[src/inc/fbwg_pkg.sv]
// package: constants, offsets and reset values of the flash bios write glue
package fbwg_pkg;
  // processor address width
  localparam int ADDR_W = 24;
  // register byte offsets
  localparam logic [7:0] OFS_CTRL = 8'h00;
  localparam logic [7:0] OFS_BIOS_BASE = 8'h04;
  localparam logic [7:0] OFS_BIOS_LIMIT = 8'h08;
  localparam logic [7:0] OFS_PORT_ADDR = 8'h0c;
  localparam logic [7:0] OFS_SEG_CFG = 8'h10;
  localparam logic [7:0] OFS_STATUS = 8'h14;
  localparam logic [7:0] OFS_WR_COUNT = 8'h18;
  // control bit positions
  localparam int CTRL_WRITE_ALLOW = 0;
  localparam int CTRL_SHADOW_OFF = 1;
  localparam int CTRL_SETTLE_GATE = 2;
  // segment config field positions
  localparam int SEG_E_LSB = 0;
  localparam int SEG_F_LSB = 8;
  localparam int SEG_PAGE_LSB = 16;
  // reset values
  localparam logic [2:0] CTRL_RST = 3'h0;
  localparam logic [23:0] BIOS_BASE_RST = 24'h0e_0000;
  localparam logic [23:0] BIOS_LIMIT_RST = 24'h0f_ffff;
  localparam logic [15:0] PORT_ADDR_RST = 16'h00f0;
  localparam logic [19:0] SEG_CFG_RST = 20'h0_0000;
  // segment bounds
  localparam logic [23:0] E_SEG_BASE = 24'h0e_0000;
  localparam logic [23:0] F_SEG_BASE = 24'h0f_0000;
  localparam logic [23:0] F_SEG_TOP = 24'h0f_ffff;
  // supply settle time and clock rate
  localparam int SETTLE_US = 100;
  localparam int CLK_MHZ = 100;
  localparam int SETTLE_CYC = SETTLE_US * CLK_MHZ;
  // axi responses
  localparam logic [1:0] RESP_OKAY = 2'h0;
  localparam logic [1:0] RESP_SLVERR = 2'h2;
endpackage

[src/rtl/fbwg_top.sv]
// flash bios write glue: decode, strobes, buffer steering, supply latch
//
// The register addresses and the AXI4-Lite register port were decided locally.
module fbwg_top
  import fbwg_pkg::*;
#(
  parameter int SETTLE_CYCLES = SETTLE_CYC
) (
  input wire logic aclk,
  input wire logic aresetn,
  // axi4-lite slave
  input wire logic [7:0] s_awaddr,
  input wire logic s_awvalid,
  output logic s_awready,
  input wire logic [31:0] s_wdata,
  input wire logic [3:0] s_wstrb,
  input wire logic s_wvalid,
  output logic s_wready,
  output logic [1:0] s_bresp,
  output logic s_bvalid,
  input wire logic s_bready,
  input wire logic [7:0] s_araddr,
  input wire logic s_arvalid,
  output logic s_arready,
  output logic [31:0] s_rdata,
  output logic [1:0] s_rresp,
  output logic s_rvalid,
  input wire logic s_rready,
  // processor and chipset pins
  input wire logic [ADDR_W-1:0] cpu_addr,
  input wire logic memory_or_io_select,
  input wire logic write_or_read_select,
  input wire logic memory_read_strobe_n,
  input wire logic memory_write_strobe_n,
  input wire logic cpu_data_bit,
  input wire logic sys_reset_n,
  input wire logic logic_supply_ok,
  // flash and buffer pins
  output logic decode_n,
  output logic flash_ce_n,
  output logic flash_we_n,
  output logic flash_oe_n,
  output logic wbuf_oe_n,
  output logic periph_rd_en,
  output logic xcvr_dir,
  output logic program_supply_enable
);
  // --- pin synchronisation ---

  // raw pin bundle
  localparam int PIN_W = ADDR_W + 7;
  logic [PIN_W-1:0] pin_raw;
  // synchronised bundle
  logic [PIN_W-1:0] pin_s;
  assign pin_raw = {cpu_addr, memory_or_io_select, write_or_read_select,
                    memory_read_strobe_n, memory_write_strobe_n,
                    cpu_data_bit, sys_reset_n, logic_supply_ok};

  // two flops on every pin before use
  fbwg_sync #(
    .WIDTH(PIN_W)
  ) u_sync (
    .aclk(aclk),
    .aresetn(aresetn),
    .async_in(pin_raw),
    .sync_out(pin_s)
  );

  // unpacked synchronised pins
  wire [ADDR_W-1:0] addr_s = pin_s[PIN_W-1:7];
  wire mem_cyc = pin_s[6];
  wire wr_cyc = pin_s[5];
  wire rd_strobe = !pin_s[4];
  wire wr_strobe = !pin_s[3];
  wire data_s = pin_s[2];
  wire sysrst_s = !pin_s[1];
  wire supply_ok_s = pin_s[0];

  // --- register bus ---

  // register file access
  logic reg_wr;
  logic [7:0] reg_waddr;
  logic [31:0] reg_wdata;
  logic [3:0] reg_wstrb;
  logic [7:0] reg_raddr;
  logic [31:0] reg_rdata;
  logic reg_rok;
  logic reg_wok;

  // axi4-lite handshake
  fbwg_axil u_axil (
    .aclk(aclk),
    .aresetn(aresetn),
    .s_awaddr(s_awaddr),
    .s_awvalid(s_awvalid),
    .s_awready(s_awready),
    .s_wdata(s_wdata),
    .s_wstrb(s_wstrb),
    .s_wvalid(s_wvalid),
    .s_wready(s_wready),
    .s_bresp(s_bresp),
    .s_bvalid(s_bvalid),
    .s_bready(s_bready),
    .s_araddr(s_araddr),
    .s_arvalid(s_arvalid),
    .s_arready(s_arready),
    .s_rdata(s_rdata),
    .s_rresp(s_rresp),
    .s_rvalid(s_rvalid),
    .s_rready(s_rready),
    .reg_wr(reg_wr),
    .reg_waddr(reg_waddr),
    .reg_wdata(reg_wdata),
    .reg_wstrb(reg_wstrb),
    .reg_wok(reg_wok),
    .reg_raddr(reg_raddr),
    .reg_rdata(reg_rdata),
    .reg_rok(reg_rok)
  );

  // byte-lane merge of a write into a register
  function automatic logic [31:0] lane_merge(
    input logic [31:0] old_v,
    input logic [31:0] new_v,
    input logic [3:0] strb
  );
    logic [31:0] res;
    res = old_v;
    for (int i = 0; i < 4; i++) begin
      if (strb[i]) res[i*8 +: 8] = new_v[i*8 +: 8];
    end
    return res;
  endfunction

  // address range test
  function automatic logic in_range(
    input logic [ADDR_W-1:0] a,
    input logic [ADDR_W-1:0] lo,
    input logic [ADDR_W-1:0] hi
  );
    return (a >= lo) && (a <= hi);
  endfunction

  // software registers
  logic [2:0] ctrl_ff;
  logic [23:0] bios_base_ff;
  logic [23:0] bios_limit_ff;
  logic [15:0] port_addr_ff;
  logic [19:0] seg_cfg_ff;
  logic [15:0] wr_count_ff;

  // write decode
  wire wr_ctrl = reg_wr && (reg_waddr == OFS_CTRL);
  wire wr_base = reg_wr && (reg_waddr == OFS_BIOS_BASE);
  wire wr_limit = reg_wr && (reg_waddr == OFS_BIOS_LIMIT);
  wire wr_port = reg_wr && (reg_waddr == OFS_PORT_ADDR);
  wire wr_seg = reg_wr && (reg_waddr == OFS_SEG_CFG);
  wire wr_cnt = reg_wr && (reg_waddr == OFS_WR_COUNT);
  wire wr_stat = reg_wr && (reg_waddr == OFS_STATUS);
  assign reg_wok = wr_ctrl || wr_base || wr_limit || wr_port ||
                   wr_seg || wr_cnt || wr_stat;

  // merged write values
  wire [31:0] ctrl_m = lane_merge({29'h0, ctrl_ff}, reg_wdata, reg_wstrb);
  wire [31:0] base_m = lane_merge({8'h00, bios_base_ff}, reg_wdata, reg_wstrb);
  wire [31:0] lim_m = lane_merge({8'h00, bios_limit_ff}, reg_wdata, reg_wstrb);
  wire [31:0] port_m = lane_merge({16'h0000, port_addr_ff}, reg_wdata, reg_wstrb);
  wire [31:0] seg_m = lane_merge({12'h000, seg_cfg_ff}, reg_wdata, reg_wstrb);

  // control fields
  wire write_allow = ctrl_ff[CTRL_WRITE_ALLOW];
  wire shadow_off = ctrl_ff[CTRL_SHADOW_OFF];
  wire settle_gate = ctrl_ff[CTRL_SETTLE_GATE];
  wire [7:0] e_seg_cfg = seg_cfg_ff[SEG_E_LSB +: 8];
  wire [7:0] f_seg_cfg = seg_cfg_ff[SEG_F_LSB +: 8];
  wire [3:0] page_active = seg_cfg_ff[SEG_PAGE_LSB +: 4];

  // configuration register storage
  always_ff @(posedge aclk) begin
    if (!aresetn) begin
      ctrl_ff <= CTRL_RST;
      bios_base_ff <= BIOS_BASE_RST;
      bios_limit_ff <= BIOS_LIMIT_RST;
      port_addr_ff <= PORT_ADDR_RST;
      seg_cfg_ff <= SEG_CFG_RST;
    end else begin
      if (wr_ctrl) ctrl_ff <= ctrl_m[2:0];
      if (wr_base) bios_base_ff <= base_m[23:0];
      if (wr_limit) bios_limit_ff <= lim_m[23:0];
      if (wr_port) port_addr_ff <= port_m[15:0];
      if (wr_seg) seg_cfg_ff <= seg_m[19:0];
    end
  end

  // --- address decode ---

  // address inside the programmed bios range
  wire bios_hit = in_range(addr_s, bios_base_ff, bios_limit_ff);
  // top segment range, kept selected when shadow is off
  wire f_hit = in_range(addr_s, F_SEG_BASE, F_SEG_TOP);
  // expanded paging segment
  wire e_hit = in_range(addr_s, E_SEG_BASE, F_SEG_BASE - 24'h00_0001);
  // 16 K window index inside the e segment
  wire [1:0] page_idx = addr_s[15:14];
  // window taken over by an active paging register
  wire page_block = e_hit && page_active[page_idx];
  // segments only open when both access configs are zero
  wire seg_open = (e_seg_cfg == 8'h00) && (f_seg_cfg == 8'h00);
  // shadowed part dropped, top segment kept
  wire shadow_ok = !shadow_off || f_hit;
  // full select condition for the flash
  wire sel_hit = bios_hit && seg_open && shadow_ok && !page_block;

  // decoder low for memory, write and range together
  wire dec_hit = mem_cyc && wr_cyc && sel_hit;

  // --- supply enable latch ---

  // io write to the supply port address
  wire port_hit = !mem_cyc && wr_cyc && (addr_s[15:0] == port_addr_ff);
  // both active-low terms low: or-clock is low
  wire latch_clk_low = port_hit && wr_strobe;
  // forced-off conditions
  wire supply_kill = sysrst_s || !supply_ok_s;

  // or-clock low last cycle
  logic clk_low_ff;
  // data bit held while the or-clock is low
  logic data_hold_ff;
  // the latch itself
  logic latch_ff;
  // settle counter and done flag
  logic [$clog2(SETTLE_CYCLES+1)-1:0] settle_cnt_ff;
  logic settled_ff;

  // rising edge of the or-clock ends the write
  wire latch_edge = clk_low_ff && !latch_clk_low;
  // next latch state
  wire nxt_latch = supply_kill ? 1'b0 :
                   latch_edge ? data_hold_ff : latch_ff;

  // latch with capture on the strobe end
  always_ff @(posedge aclk) begin
    if (!aresetn) begin
      clk_low_ff <= 1'b0;
      data_hold_ff <= 1'b0;
      latch_ff <= 1'b0;
    end else begin
      clk_low_ff <= latch_clk_low;
      if (latch_clk_low) data_hold_ff <= data_s;
      latch_ff <= nxt_latch;
    end
  end

  // settle timer restarts whenever the supply is off
  wire settle_done = (settle_cnt_ff == SETTLE_CYCLES[$bits(settle_cnt_ff)-1:0]);
  always_ff @(posedge aclk) begin
    if (!aresetn || !latch_ff) begin
      settle_cnt_ff <= '0;
      settled_ff <= 1'b0;
    end else if (!settle_done) begin
      settle_cnt_ff <= settle_cnt_ff + 1'b1;
    end else begin
      settled_ff <= 1'b1;
    end
  end

  // --- flash strobes and buffers ---

  // writes allowed only with logic supply good and software consent
  wire we_gate = write_allow && supply_ok_s &&
                 (settled_ff || !settle_gate);
  // write enable: processor write with decoder output
  wire we_hit = dec_hit && wr_strobe && we_gate;
  // read cycle in range
  wire rd_hit = mem_cyc && !wr_cyc && sel_hit && rd_strobe;

  // next pin values
  wire nxt_decode_n = !dec_hit;
  wire nxt_ce_n = !(dec_hit || rd_hit);
  wire nxt_we_n = !(we_hit && mem_cyc && wr_cyc);
  wire nxt_oe_n = !rd_hit;
  wire nxt_wbuf_oe_n = !dec_hit;
  wire nxt_dir = dec_hit;
  wire nxt_supply = latch_ff && !sysrst_s;

  // registered flash and buffer pins
  always_ff @(posedge aclk) begin
    if (!aresetn) begin
      decode_n <= 1'b1;
      flash_ce_n <= 1'b1;
      flash_we_n <= 1'b1;
      flash_oe_n <= 1'b1;
      wbuf_oe_n <= 1'b1;
      periph_rd_en <= 1'b0;
      xcvr_dir <= 1'b0;
      program_supply_enable <= 1'b0;
    end else begin
      decode_n <= nxt_decode_n;
      flash_ce_n <= nxt_ce_n;
      flash_we_n <= nxt_we_n;
      flash_oe_n <= nxt_oe_n;
      wbuf_oe_n <= nxt_wbuf_oe_n;
      periph_rd_en <= rd_hit;
      xcvr_dir <= nxt_dir;
      program_supply_enable <= nxt_supply;
    end
  end

  // --- write counter ---

  // previous write enable, for one count per strobe
  logic we_prev_ff;
  wire we_start = we_hit && !we_prev_ff;
  // counts flash write strobes; software write clears, a new strobe wins
  always_ff @(posedge aclk) begin
    if (!aresetn) begin
      we_prev_ff <= 1'b0;
      wr_count_ff <= 16'h0000;
    end else begin
      we_prev_ff <= we_hit;
      if (we_start) wr_count_ff <= wr_cnt ? 16'h0001 : wr_count_ff + 16'h0001;
      else if (wr_cnt) wr_count_ff <= 16'h0000;
    end
  end

  // --- read mux ---

  // live status word
  wire [31:0] status_w = {28'h000_0000, sysrst_s, !supply_ok_s,
                          settled_ff, latch_ff};
  // read decode
  wire rd_ctrl = (reg_raddr == OFS_CTRL);
  wire rd_base = (reg_raddr == OFS_BIOS_BASE);
  wire rd_limit = (reg_raddr == OFS_BIOS_LIMIT);
  wire rd_port = (reg_raddr == OFS_PORT_ADDR);
  wire rd_seg = (reg_raddr == OFS_SEG_CFG);
  wire rd_stat = (reg_raddr == OFS_STATUS);
  wire rd_cnt = (reg_raddr == OFS_WR_COUNT);
  assign reg_rok = rd_ctrl || rd_base || rd_limit || rd_port ||
                   rd_seg || rd_stat || rd_cnt;
  // selected read word, zero when unmapped
  assign reg_rdata = rd_ctrl ? {29'h0, ctrl_ff} :
                     rd_base ? {8'h00, bios_base_ff} :
                     rd_limit ? {8'h00, bios_limit_ff} :
                     rd_port ? {16'h0000, port_addr_ff} :
                     rd_seg ? {12'h000, seg_cfg_ff} :
                     rd_stat ? status_w :
                     rd_cnt ? {16'h0000, wr_count_ff} :
                     32'h0000_0000;
endmodule // fbwg_top

[src/rtl/fbwg_sync.sv]
// two flip-flop synchroniser for pin inputs
module fbwg_sync #(
  parameter int WIDTH = 1
) (
  input wire logic aclk,
  input wire logic aresetn,
  input wire logic [WIDTH-1:0] async_in,
  output logic [WIDTH-1:0] sync_out
);
  // first stage, read only by the second
  logic [WIDTH-1:0] meta_ff;
  // two stages, reset to zero
  always_ff @(posedge aclk) begin
    if (!aresetn) begin
      meta_ff <= '0;
      sync_out <= '0;
    end else begin
      meta_ff <= async_in;
      sync_out <= meta_ff;
    end
  end
endmodule // fbwg_sync

[src/rtl/fbwg_axil.sv]
// axi4-lite slave handshake, hands single accesses to the register file
module fbwg_axil
  import fbwg_pkg::*;
(
  input wire logic aclk,
  input wire logic aresetn,
  input wire logic [7:0] s_awaddr,
  input wire logic s_awvalid,
  output logic s_awready,
  input wire logic [31:0] s_wdata,
  input wire logic [3:0] s_wstrb,
  input wire logic s_wvalid,
  output logic s_wready,
  output logic [1:0] s_bresp,
  output logic s_bvalid,
  input wire logic s_bready,
  input wire logic [7:0] s_araddr,
  input wire logic s_arvalid,
  output logic s_arready,
  output logic [31:0] s_rdata,
  output logic [1:0] s_rresp,
  output logic s_rvalid,
  input wire logic s_rready,
  output logic reg_wr,
  output logic [7:0] reg_waddr,
  output logic [31:0] reg_wdata,
  output logic [3:0] reg_wstrb,
  input wire logic reg_wok,
  output logic [7:0] reg_raddr,
  input wire logic [31:0] reg_rdata,
  input wire logic reg_rok
);
  // held address and data flags
  logic aw_ff;
  logic w_ff;
  // held write address, data and strobes
  logic [7:0] awaddr_ff;
  logic [31:0] wdata_ff;
  logic [3:0] wstrb_ff;
  // channel takes
  wire aw_take = s_awvalid && s_awready;
  wire w_take = s_wvalid && s_wready;
  wire ar_take = s_arvalid && s_arready;
  // both halves present, write fires
  wire wr_go = (aw_ff || aw_take) && (w_ff || w_take) && !s_bvalid;
  assign reg_wr = wr_go;
  assign reg_raddr = s_araddr;
  // a half taken on the firing edge bypasses its holding flops
  assign reg_waddr = aw_take ? s_awaddr : awaddr_ff;
  assign reg_wdata = w_take ? s_wdata : wdata_ff;
  assign reg_wstrb = w_take ? s_wstrb : wstrb_ff;
  // ready while nothing held and no response pending
  assign s_awready = !aw_ff && !s_bvalid;
  assign s_wready = !w_ff && !s_bvalid;
  assign s_arready = !s_rvalid;
  // write channel capture and response
  always_ff @(posedge aclk) begin
    if (!aresetn) begin
      aw_ff <= 1'b0;
      w_ff <= 1'b0;
      awaddr_ff <= 8'h00;
      wdata_ff <= 32'h0000_0000;
      wstrb_ff <= 4'h0;
      s_bvalid <= 1'b0;
      s_bresp <= RESP_OKAY;
    end else begin
      if (aw_take) awaddr_ff <= s_awaddr;
      if (w_take) begin
        wdata_ff <= s_wdata;
        wstrb_ff <= s_wstrb;
      end
      aw_ff <= wr_go ? 1'b0 : (aw_ff || aw_take);
      w_ff <= wr_go ? 1'b0 : (w_ff || w_take);
      if (wr_go) begin
        s_bvalid <= 1'b1;
        s_bresp <= reg_wok ? RESP_OKAY : RESP_SLVERR;
      end else if (s_bready) begin
        s_bvalid <= 1'b0;
      end
    end
  end
  // read channel, data one cycle after address
  always_ff @(posedge aclk) begin
    if (!aresetn) begin
      s_rvalid <= 1'b0;
      s_rdata <= 32'h0000_0000;
      s_rresp <= RESP_OKAY;
    end else if (ar_take) begin
      s_rvalid <= 1'b1;
      s_rdata <= reg_rdata;
      s_rresp <= reg_rok ? RESP_OKAY : RESP_SLVERR;
    end else if (s_rready) begin
      s_rvalid <= 1'b0;
    end
  end
endmodule // fbwg_axil

[config.mk]
export PLATFORM = sky130hd
export DESIGN_NAME = fbwg_top
export DESIGN_NICKNAME = d
export VERILOG_FILES = /design/src/inc/fbwg_pkg.sv /design/src/rtl/fbwg_top.sv /design/src/rtl/fbwg_sync.sv /design/src/rtl/fbwg_axil.sv
export SDC_FILE = /design/constraint.sdc
export NUM_CORES = 1
export LEC_CHECK = 0
export ABC_AREA = 0
export BUFFER_PORTS_ARGS = -buffer_cell sky130_fd_sc_hd__clkbuf_2
export CORE_MARGIN = 1
export CORE_UTILIZATION = 25
export DETAILED_ROUTE_END_ITERATION = 8
export GPL_TIMING_DRIVEN = 0
export PLACE_DENSITY = 0.41
export SYNTH_ARGS = -nofsm -noshare
export SYNTH_HDL_FRONTEND = slang
export SYNTH_SLANG_ARGS = --single-unit
[constraint.sdc]
create_clock -name aclk -period 3.15 [get_ports aclk]
set_clock_uncertainty 0.1 [all_clocks]
set_input_delay 0 -clock aclk [delete_from_list [all_inputs] [get_ports aclk]]
set_output_delay 0 -clock aclk [all_outputs]
set_load 0.01 [all_outputs]
* After elaboration in Yosys (flattened, before gate mapping)
Cells that the tools add are included.
** Storage, ports and cells
- Register bits after elaboration :: 266
- Output and inout bits :: 49
- Logic and storage cells :: 183
** Operators by class
- $add $sub $neg :: 2
- Order comparisons :: 7
- Eq/ne operators :: 14
- Multiplexer cells :: 21
- Bitwise operators :: 1
- Reduce and logical (&&, ||, !) cells :: 100
** Operators with widths (count)
- $mux W24 :: 4
- $mux W16 :: 5
- $eq A8 B5 Y1 const B :: 6
- $ge A24 B20 Y1 const B :: 2
- $le A24 B20 Y1 const B :: 2
- $mux W20 :: 2
- $logic_and A1 B1 Y1 :: 39
- $eq A8 B4 Y1 const B :: 4
- $logic_not A8 Y1 :: 4
- $ge A24 B24 Y1 :: 1
- $le A24 B24 Y1 :: 1
- $reduce_and A2 Y1 :: 12
- $logic_not A1 Y1 :: 21
- $logic_or A1 B1 Y1 :: 19
- $add A16 B1 Y16 const B :: 1
- $eq A16 B16 Y1 :: 1
- $eq A8 B3 Y1 const B :: 2
- $add A14 B1 Y14 const B :: 1
- $eq A14 B14 Y1 const B :: 1
- $mux W8 :: 1
- $reduce_bool A2 Y1 :: 3
- $mux W1 :: 5
- $mux W2 :: 2
- $reduce_or A2 Y1 :: 2
- other kinds (4) :: 4

* Longest topological paths before layout
- Depth in word-level cells :: 14
- Depth in mapped cells :: 11
- Mapped depth without buffers :: 9

* By module
Synthesis repeated with hierarchy kept, for this count alone.
** Unflattened totals
- Cell total of the unflattened synthesis :: 1330
- Area total of the unflattened synthesis :: 12444.4 sq um
** By module, submodules not included
- fbwg_top :: times used 1, cells an instance 882, area each 7334.5 sq um, seq. area each 2582.5 sq um
- fbwg_axil :: times used 1, cells an instance 318, area each 3373.2 sq um, seq. area each 1641.6 sq um
- fbwg_sync :: times used 1, cells an instance 130, area each 1736.7 sq um, seq. area each 1241.2 sq um

* Worst setup path after synthesis
OpenSTA, ideal clock, no wires.
- Kind :: reg2reg
- Start point :: register u_axil.s_bvalid
- End point :: register bios_base_ff[19]
- Setup time :: 129 ps
- Arrival :: 2323 ps
- Required time :: 2921 ps
- Path slack :: 598 ps
- Cell stages (with the launch flop) :: 11
- Clock period less this slack :: 2552 ps
- Cells stage by stage :: dfxtp_1 > nor3b_2 > buf_4 > mux2i_1 > nor3b_1 > nand2_1 > or2_2 > clkbuf_1 > clkbuf_1 > mux2i_1 > nand2_1
** On the way
- Cells in the longest elaborated chain, start to end :: 8
- Elaborated cells between the ends (all ways) :: 15
** Ends and longest elaborated chain
- from (decl) :: RTL line fbwg_axil.sv:15 : output logic s_bvalid,
- from (signal assigned) :: RTL line fbwg_axil.sv:64 : s_bvalid <= 1'b0;
- from (signal assigned) :: RTL line fbwg_axil.sv:75 : s_bvalid <= 1'b1;
- from (signal assigned) :: RTL line fbwg_axil.sv:78 : s_bvalid <= 1'b0;
- $logic_not A1 Y1 * :: RTL line fbwg_axil.sv:45, fbwg_axil.sv:53, fbwg_axil.sv:54
- parallel branches: the longest is 7 deep, another holds $mux W8
- to (signal assigned) :: RTL line fbwg_top.sv:189 : if (wr_base) bios_base_ff <= base_m[23:0];
- to (decl) :: RTL line fbwg_top.sv:147 : logic [23:0] bios_base_ff;
Every way passes the cells marked *.
A chain may end at the register's enable or synchronous reset.

* Worst setup path in the final report
- Start point :: register bios_base_ff[10]
- End point :: register wr_count_ff[5]
** On the way
- Cells in the longest elaborated chain, start to end :: 10
- Elaborated cells between the ends (all ways) :: 11
** Ends and longest elaborated chain
- $ge A24 B24 Y1 * :: RTL line fbwg_top.sv:142 : return (a >= lo) && (a <= hi);
- $logic_and A1 B1 Y1 * :: RTL line fbwg_top.sv:142
- $logic_and A1 B1 Y1 * (3 in a row) :: RTL line fbwg_top.sv:213 : wire sel_hit = bios_hit && seg_open && shadow_ok && !page_block;
- $logic_and A1 B1 Y1 * :: RTL line fbwg_top.sv:216 : wire dec_hit = mem_cyc && wr_cyc && sel_hit;
- $logic_and A1 B1 Y1 * (2 in a row) :: RTL line fbwg_top.sv:275 : wire we_hit = dec_hit && wr_strobe && we_gate;
- $logic_and A1 B1 Y1 * :: RTL line fbwg_top.sv:315 : wire we_start = we_hit && !we_prev_ff;
- $mux W16 or $reduce_bool A2 Y1 (tied branches)
- to (signal assigned) :: RTL line fbwg_top.sv:323 : if (we_start) wr_count_ff <= wr_cnt ? 16'h0001 : wr_count_ff + 16'h0001;
- to (decl) :: RTL line fbwg_top.sv:151 : logic [15:0] wr_count_ff;
Every way passes the cells marked *; elsewhere a longest branch is shown, timed or not.

==> impl_metrics.ini <==
[run_status]
status = complete, no violations

[synth]
ys_warn_count = 0
synth_most_common_cell = dfxtp_1
yosysTopAreaCellShare_pct = 46.1
synth_edf_count = 0
synthArstFlopShare_pct = 0
yosys_register_bits = 256
synth_largest_area_cell = dfxtp_1
syn_inst = 1235
synth.area.top_cells = dfxtp_1 (46%), ha_1 (5.7%), mux2i_1 (5.2%), nand2_1 (4.2%), and2_1 (4.0%)
ys_top_cells_by_count = dfxtp_1 (256), nand2_1 (125), nor2_1 (97)
synth_seq_area_share_pct = 46.1
netlist_area_um2 = 11100
syn_avg_cell_area_um2 = 9.01
synth_ff_type = dfxtp_1
ys_types = 60

[hold_path]
hold_depth = 6
hold_path_class = in -> reg

[timing]
timing.final.crit_share_pct = 95.8
report.final.hold_viol_count = 0
finalMaxSlewViolations = 0
timing.fmax_ghz = 0.331
worstMarginPinSlew_ps = 1130
final-setup-viol-count = 0
whs_ps = 36.0
period_minus_slack_ps = 3020
relSlewSlack_pct = 24.1
worst_slack_ps = 132

[cells_and_area]
final_nets = 1626
area_delta_synth_final_pct = 30.5
nFillCells = 4561
stdcell_area_um2 = 14500
layout-drive-gt1-share_pct = 15.8
instances_no_fill = 2093
diodes = 0

[worst_setup_path]
cp-end-kind = flip-flop
cpLargestDelayFamily = compound AO/OA/AOI/OAI gates
critPathSlowestCell = a41oi_2
cp.required_ps = 3480
cp.depth = 11
crit_chain = inv_1, ha_1, nand2_1, o21a_1, a2111o_1, a41oi_2, o21ai_1, buf_2, clkbuf_2, o31ai_1, a21oi_1
crit_fanout = 10
cp.arrival_ps = 3350
reg2regPathDepth = 11
cpPeakStageDelay_ps = 410
start_kind = flip-flop
critical_path_class = reg -> reg
cp.buffers_inverters = 3

[power]
ir_worst_vdd_v = 0.000340
sw_frac_of_total_pct = 24.3
p_int_mw = 5.80
comb_power_share_pct = 9.5
power_density_nw_per_um2 = 528
p_sw_mw = 1.86
p_clk_share_pct = 46.4
power.total_mw = 7.66
power.leakage_nw = 6.02
seq_power_share_pct = 44.1

[place]
port_buffers = 116
dp_slack_ps = -626
placed_cell_area_um2 = 12500
dp_cells = 1945
gp_congestion = 0.871
place_hpwl_um = 29800

[die]
rows = 76
num_io_pins = 139
initial_core_util_pct = 25.6
die-area_um2 = 45300
die_x_um = 213
core_um2 = 43500
die_h_um = 213

[detailed_routing]
viasPerCell = 4.55
num_vias = 9524
wl_per_cell_um = 18.1
dr.pass1.iters = 5
drt_wl_total_um = 37800
drtIter0Drc = 529
ant_nets = 0
drc = 0

[global_route]
grt_pass1_vias = 9263
antenna_found_initial = 1
grt_max_degree = 16
grt_pass1_wl_um = 56300
overflow = 0
grt_usage_pct = 16.7

[run]
drv_cap = 0

[clocking]
h-tree-depth = 1
cts_max_path_buffers = 3
cts_sinks = 256
clock_latency_ps = 570
clk_pin_slew_ps = 60
cts_buffers = 30
root_buffer = clkbuf_16
cts_tree = built
## worst paths after layout
path / slack, ps / startpoint / endpoint
worst max-delay path: 130 / bios_base_ff[10]$_SDFFE_PN0P_ / wr_count_ff[5]$_SDFFE_PN0P_
worst min-delay path: 40 / s_araddr[6] / u_axil.s_rdata[1]$_SDFFE_PN0P_
worst max register to register: 130 / bios_base_ff[10]$_SDFFE_PN0P_ / wr_count_ff[5]$_SDFFE_PN0P_
worst min register to register: 330 / u_sync.meta_ff[5]$_SDFF_PN0_ / u_sync.sync_out[5]$_SDFF_PN0_
## state kept, by name, summed over array words and instances (netlist names), 3 cells and up
register          cells
u_sync.meta_ff       31
u_sync.sync_out      31
bios_base_ff         24
bios_limit_ff        24
u_axil.s_rdata       24
u_axil.wdata_ff      24
seg_cfg_ff           20
port_addr_ff         16
wr_count_ff          16
settle_cnt_ff        14
u_axil.awaddr_ff      8
ctrl_ff               3
u_axil.wstrb_ff       3
## power groups by stage
stage	Sequential, mW	Combinational, mW	Clock, mW
after floorplan	3.43	0.362	0
after global placement	3.45	0.618	0
after detailed placement	3.45	0.622	0
after CTS	3.38	0.721	3.66
after global routing	3.39	0.798	3.79
final	3.38	0.727	3.56
## cell families (layout without fill, tap and decap cells)
family / count (synthesis) / in the layout / share of synthesized area, %
xor+xnor: 25 / 25 / 1.97
compound gates: 233 / 233 / 13.7
flops: 256 / 256 / 46.1
simple gates: 439 / 439 / 19.6
buf+inv: 153 / 417 / 5.65
other cells: 1 / 10 / 0.0337
fa+ha+maj: 51 / 51 / 5.74
mux: 77 / 77 / 7.24
## cell type report
class	count	area [um^2]	share of cell area [%]
inverter	76	285	1.97
clock inverter	9	106	0.733
sequential	256	5130	35.3
tap	585	732	5.04
clock buffer	46	921	6.35
timing repair buffer	209	1500	10.4
multi-input combinational	835	5480	37.8
buffer	77	358	2.47
## layout by cell type (no fill, tap or decap), drive strengths merged, types with 38 or more instances in the layout
cell type | netlist | final
inv | 76 | 76
nand3 | 38 | 38
nand2 | 125 | 125
mux2i | 58 | 58
and2 | 71 | 71
clkbuf | 54 | 218
nor2 | 98 | 98
dlygate4sd3 | 0 | 90
ha | 51 | 51
dfxtp | 256 | 256
a21oi | 69 | 69
## metal layers
layer	part of all wire (%)	up-vias	GRT usage, %
li1	-	4794	-
met1	48	4479	22.7
met2	45	209	27.0
met3	4.1	42	2.02
met4	2.9	0	5.93
met5	0	-	0
## through the flow
step,TNS [ps],util (%)
3_5_place_dp,-9570,28.7
4_1_cts,0,33.2
6_report,0,33.4
2_1_floorplan,0,-
5_1_grt,-6.45,33.4
3_3_place_gp,-10490,28.7
## tightest hold or removal path: cells and delay by family
family                 cells  cell delay, ps
AND/OR/NAND/NOR            3             330
buffers and inverters      1              70
AO/OA/AOI/OAI              2             240
## repair_timing
action / 4_1_cts / 5_1_grt
gates resized for setup: 10 / 28
hold buffers: 90 / 0
setup endpoints to repair: 39 / 80
pin swaps: 1 / 2
endpoints found under the hold margin: 162 / 0
setup buffers: 1 / 2
cloned: 0 / 0
(Power assumes the default switching activity.)
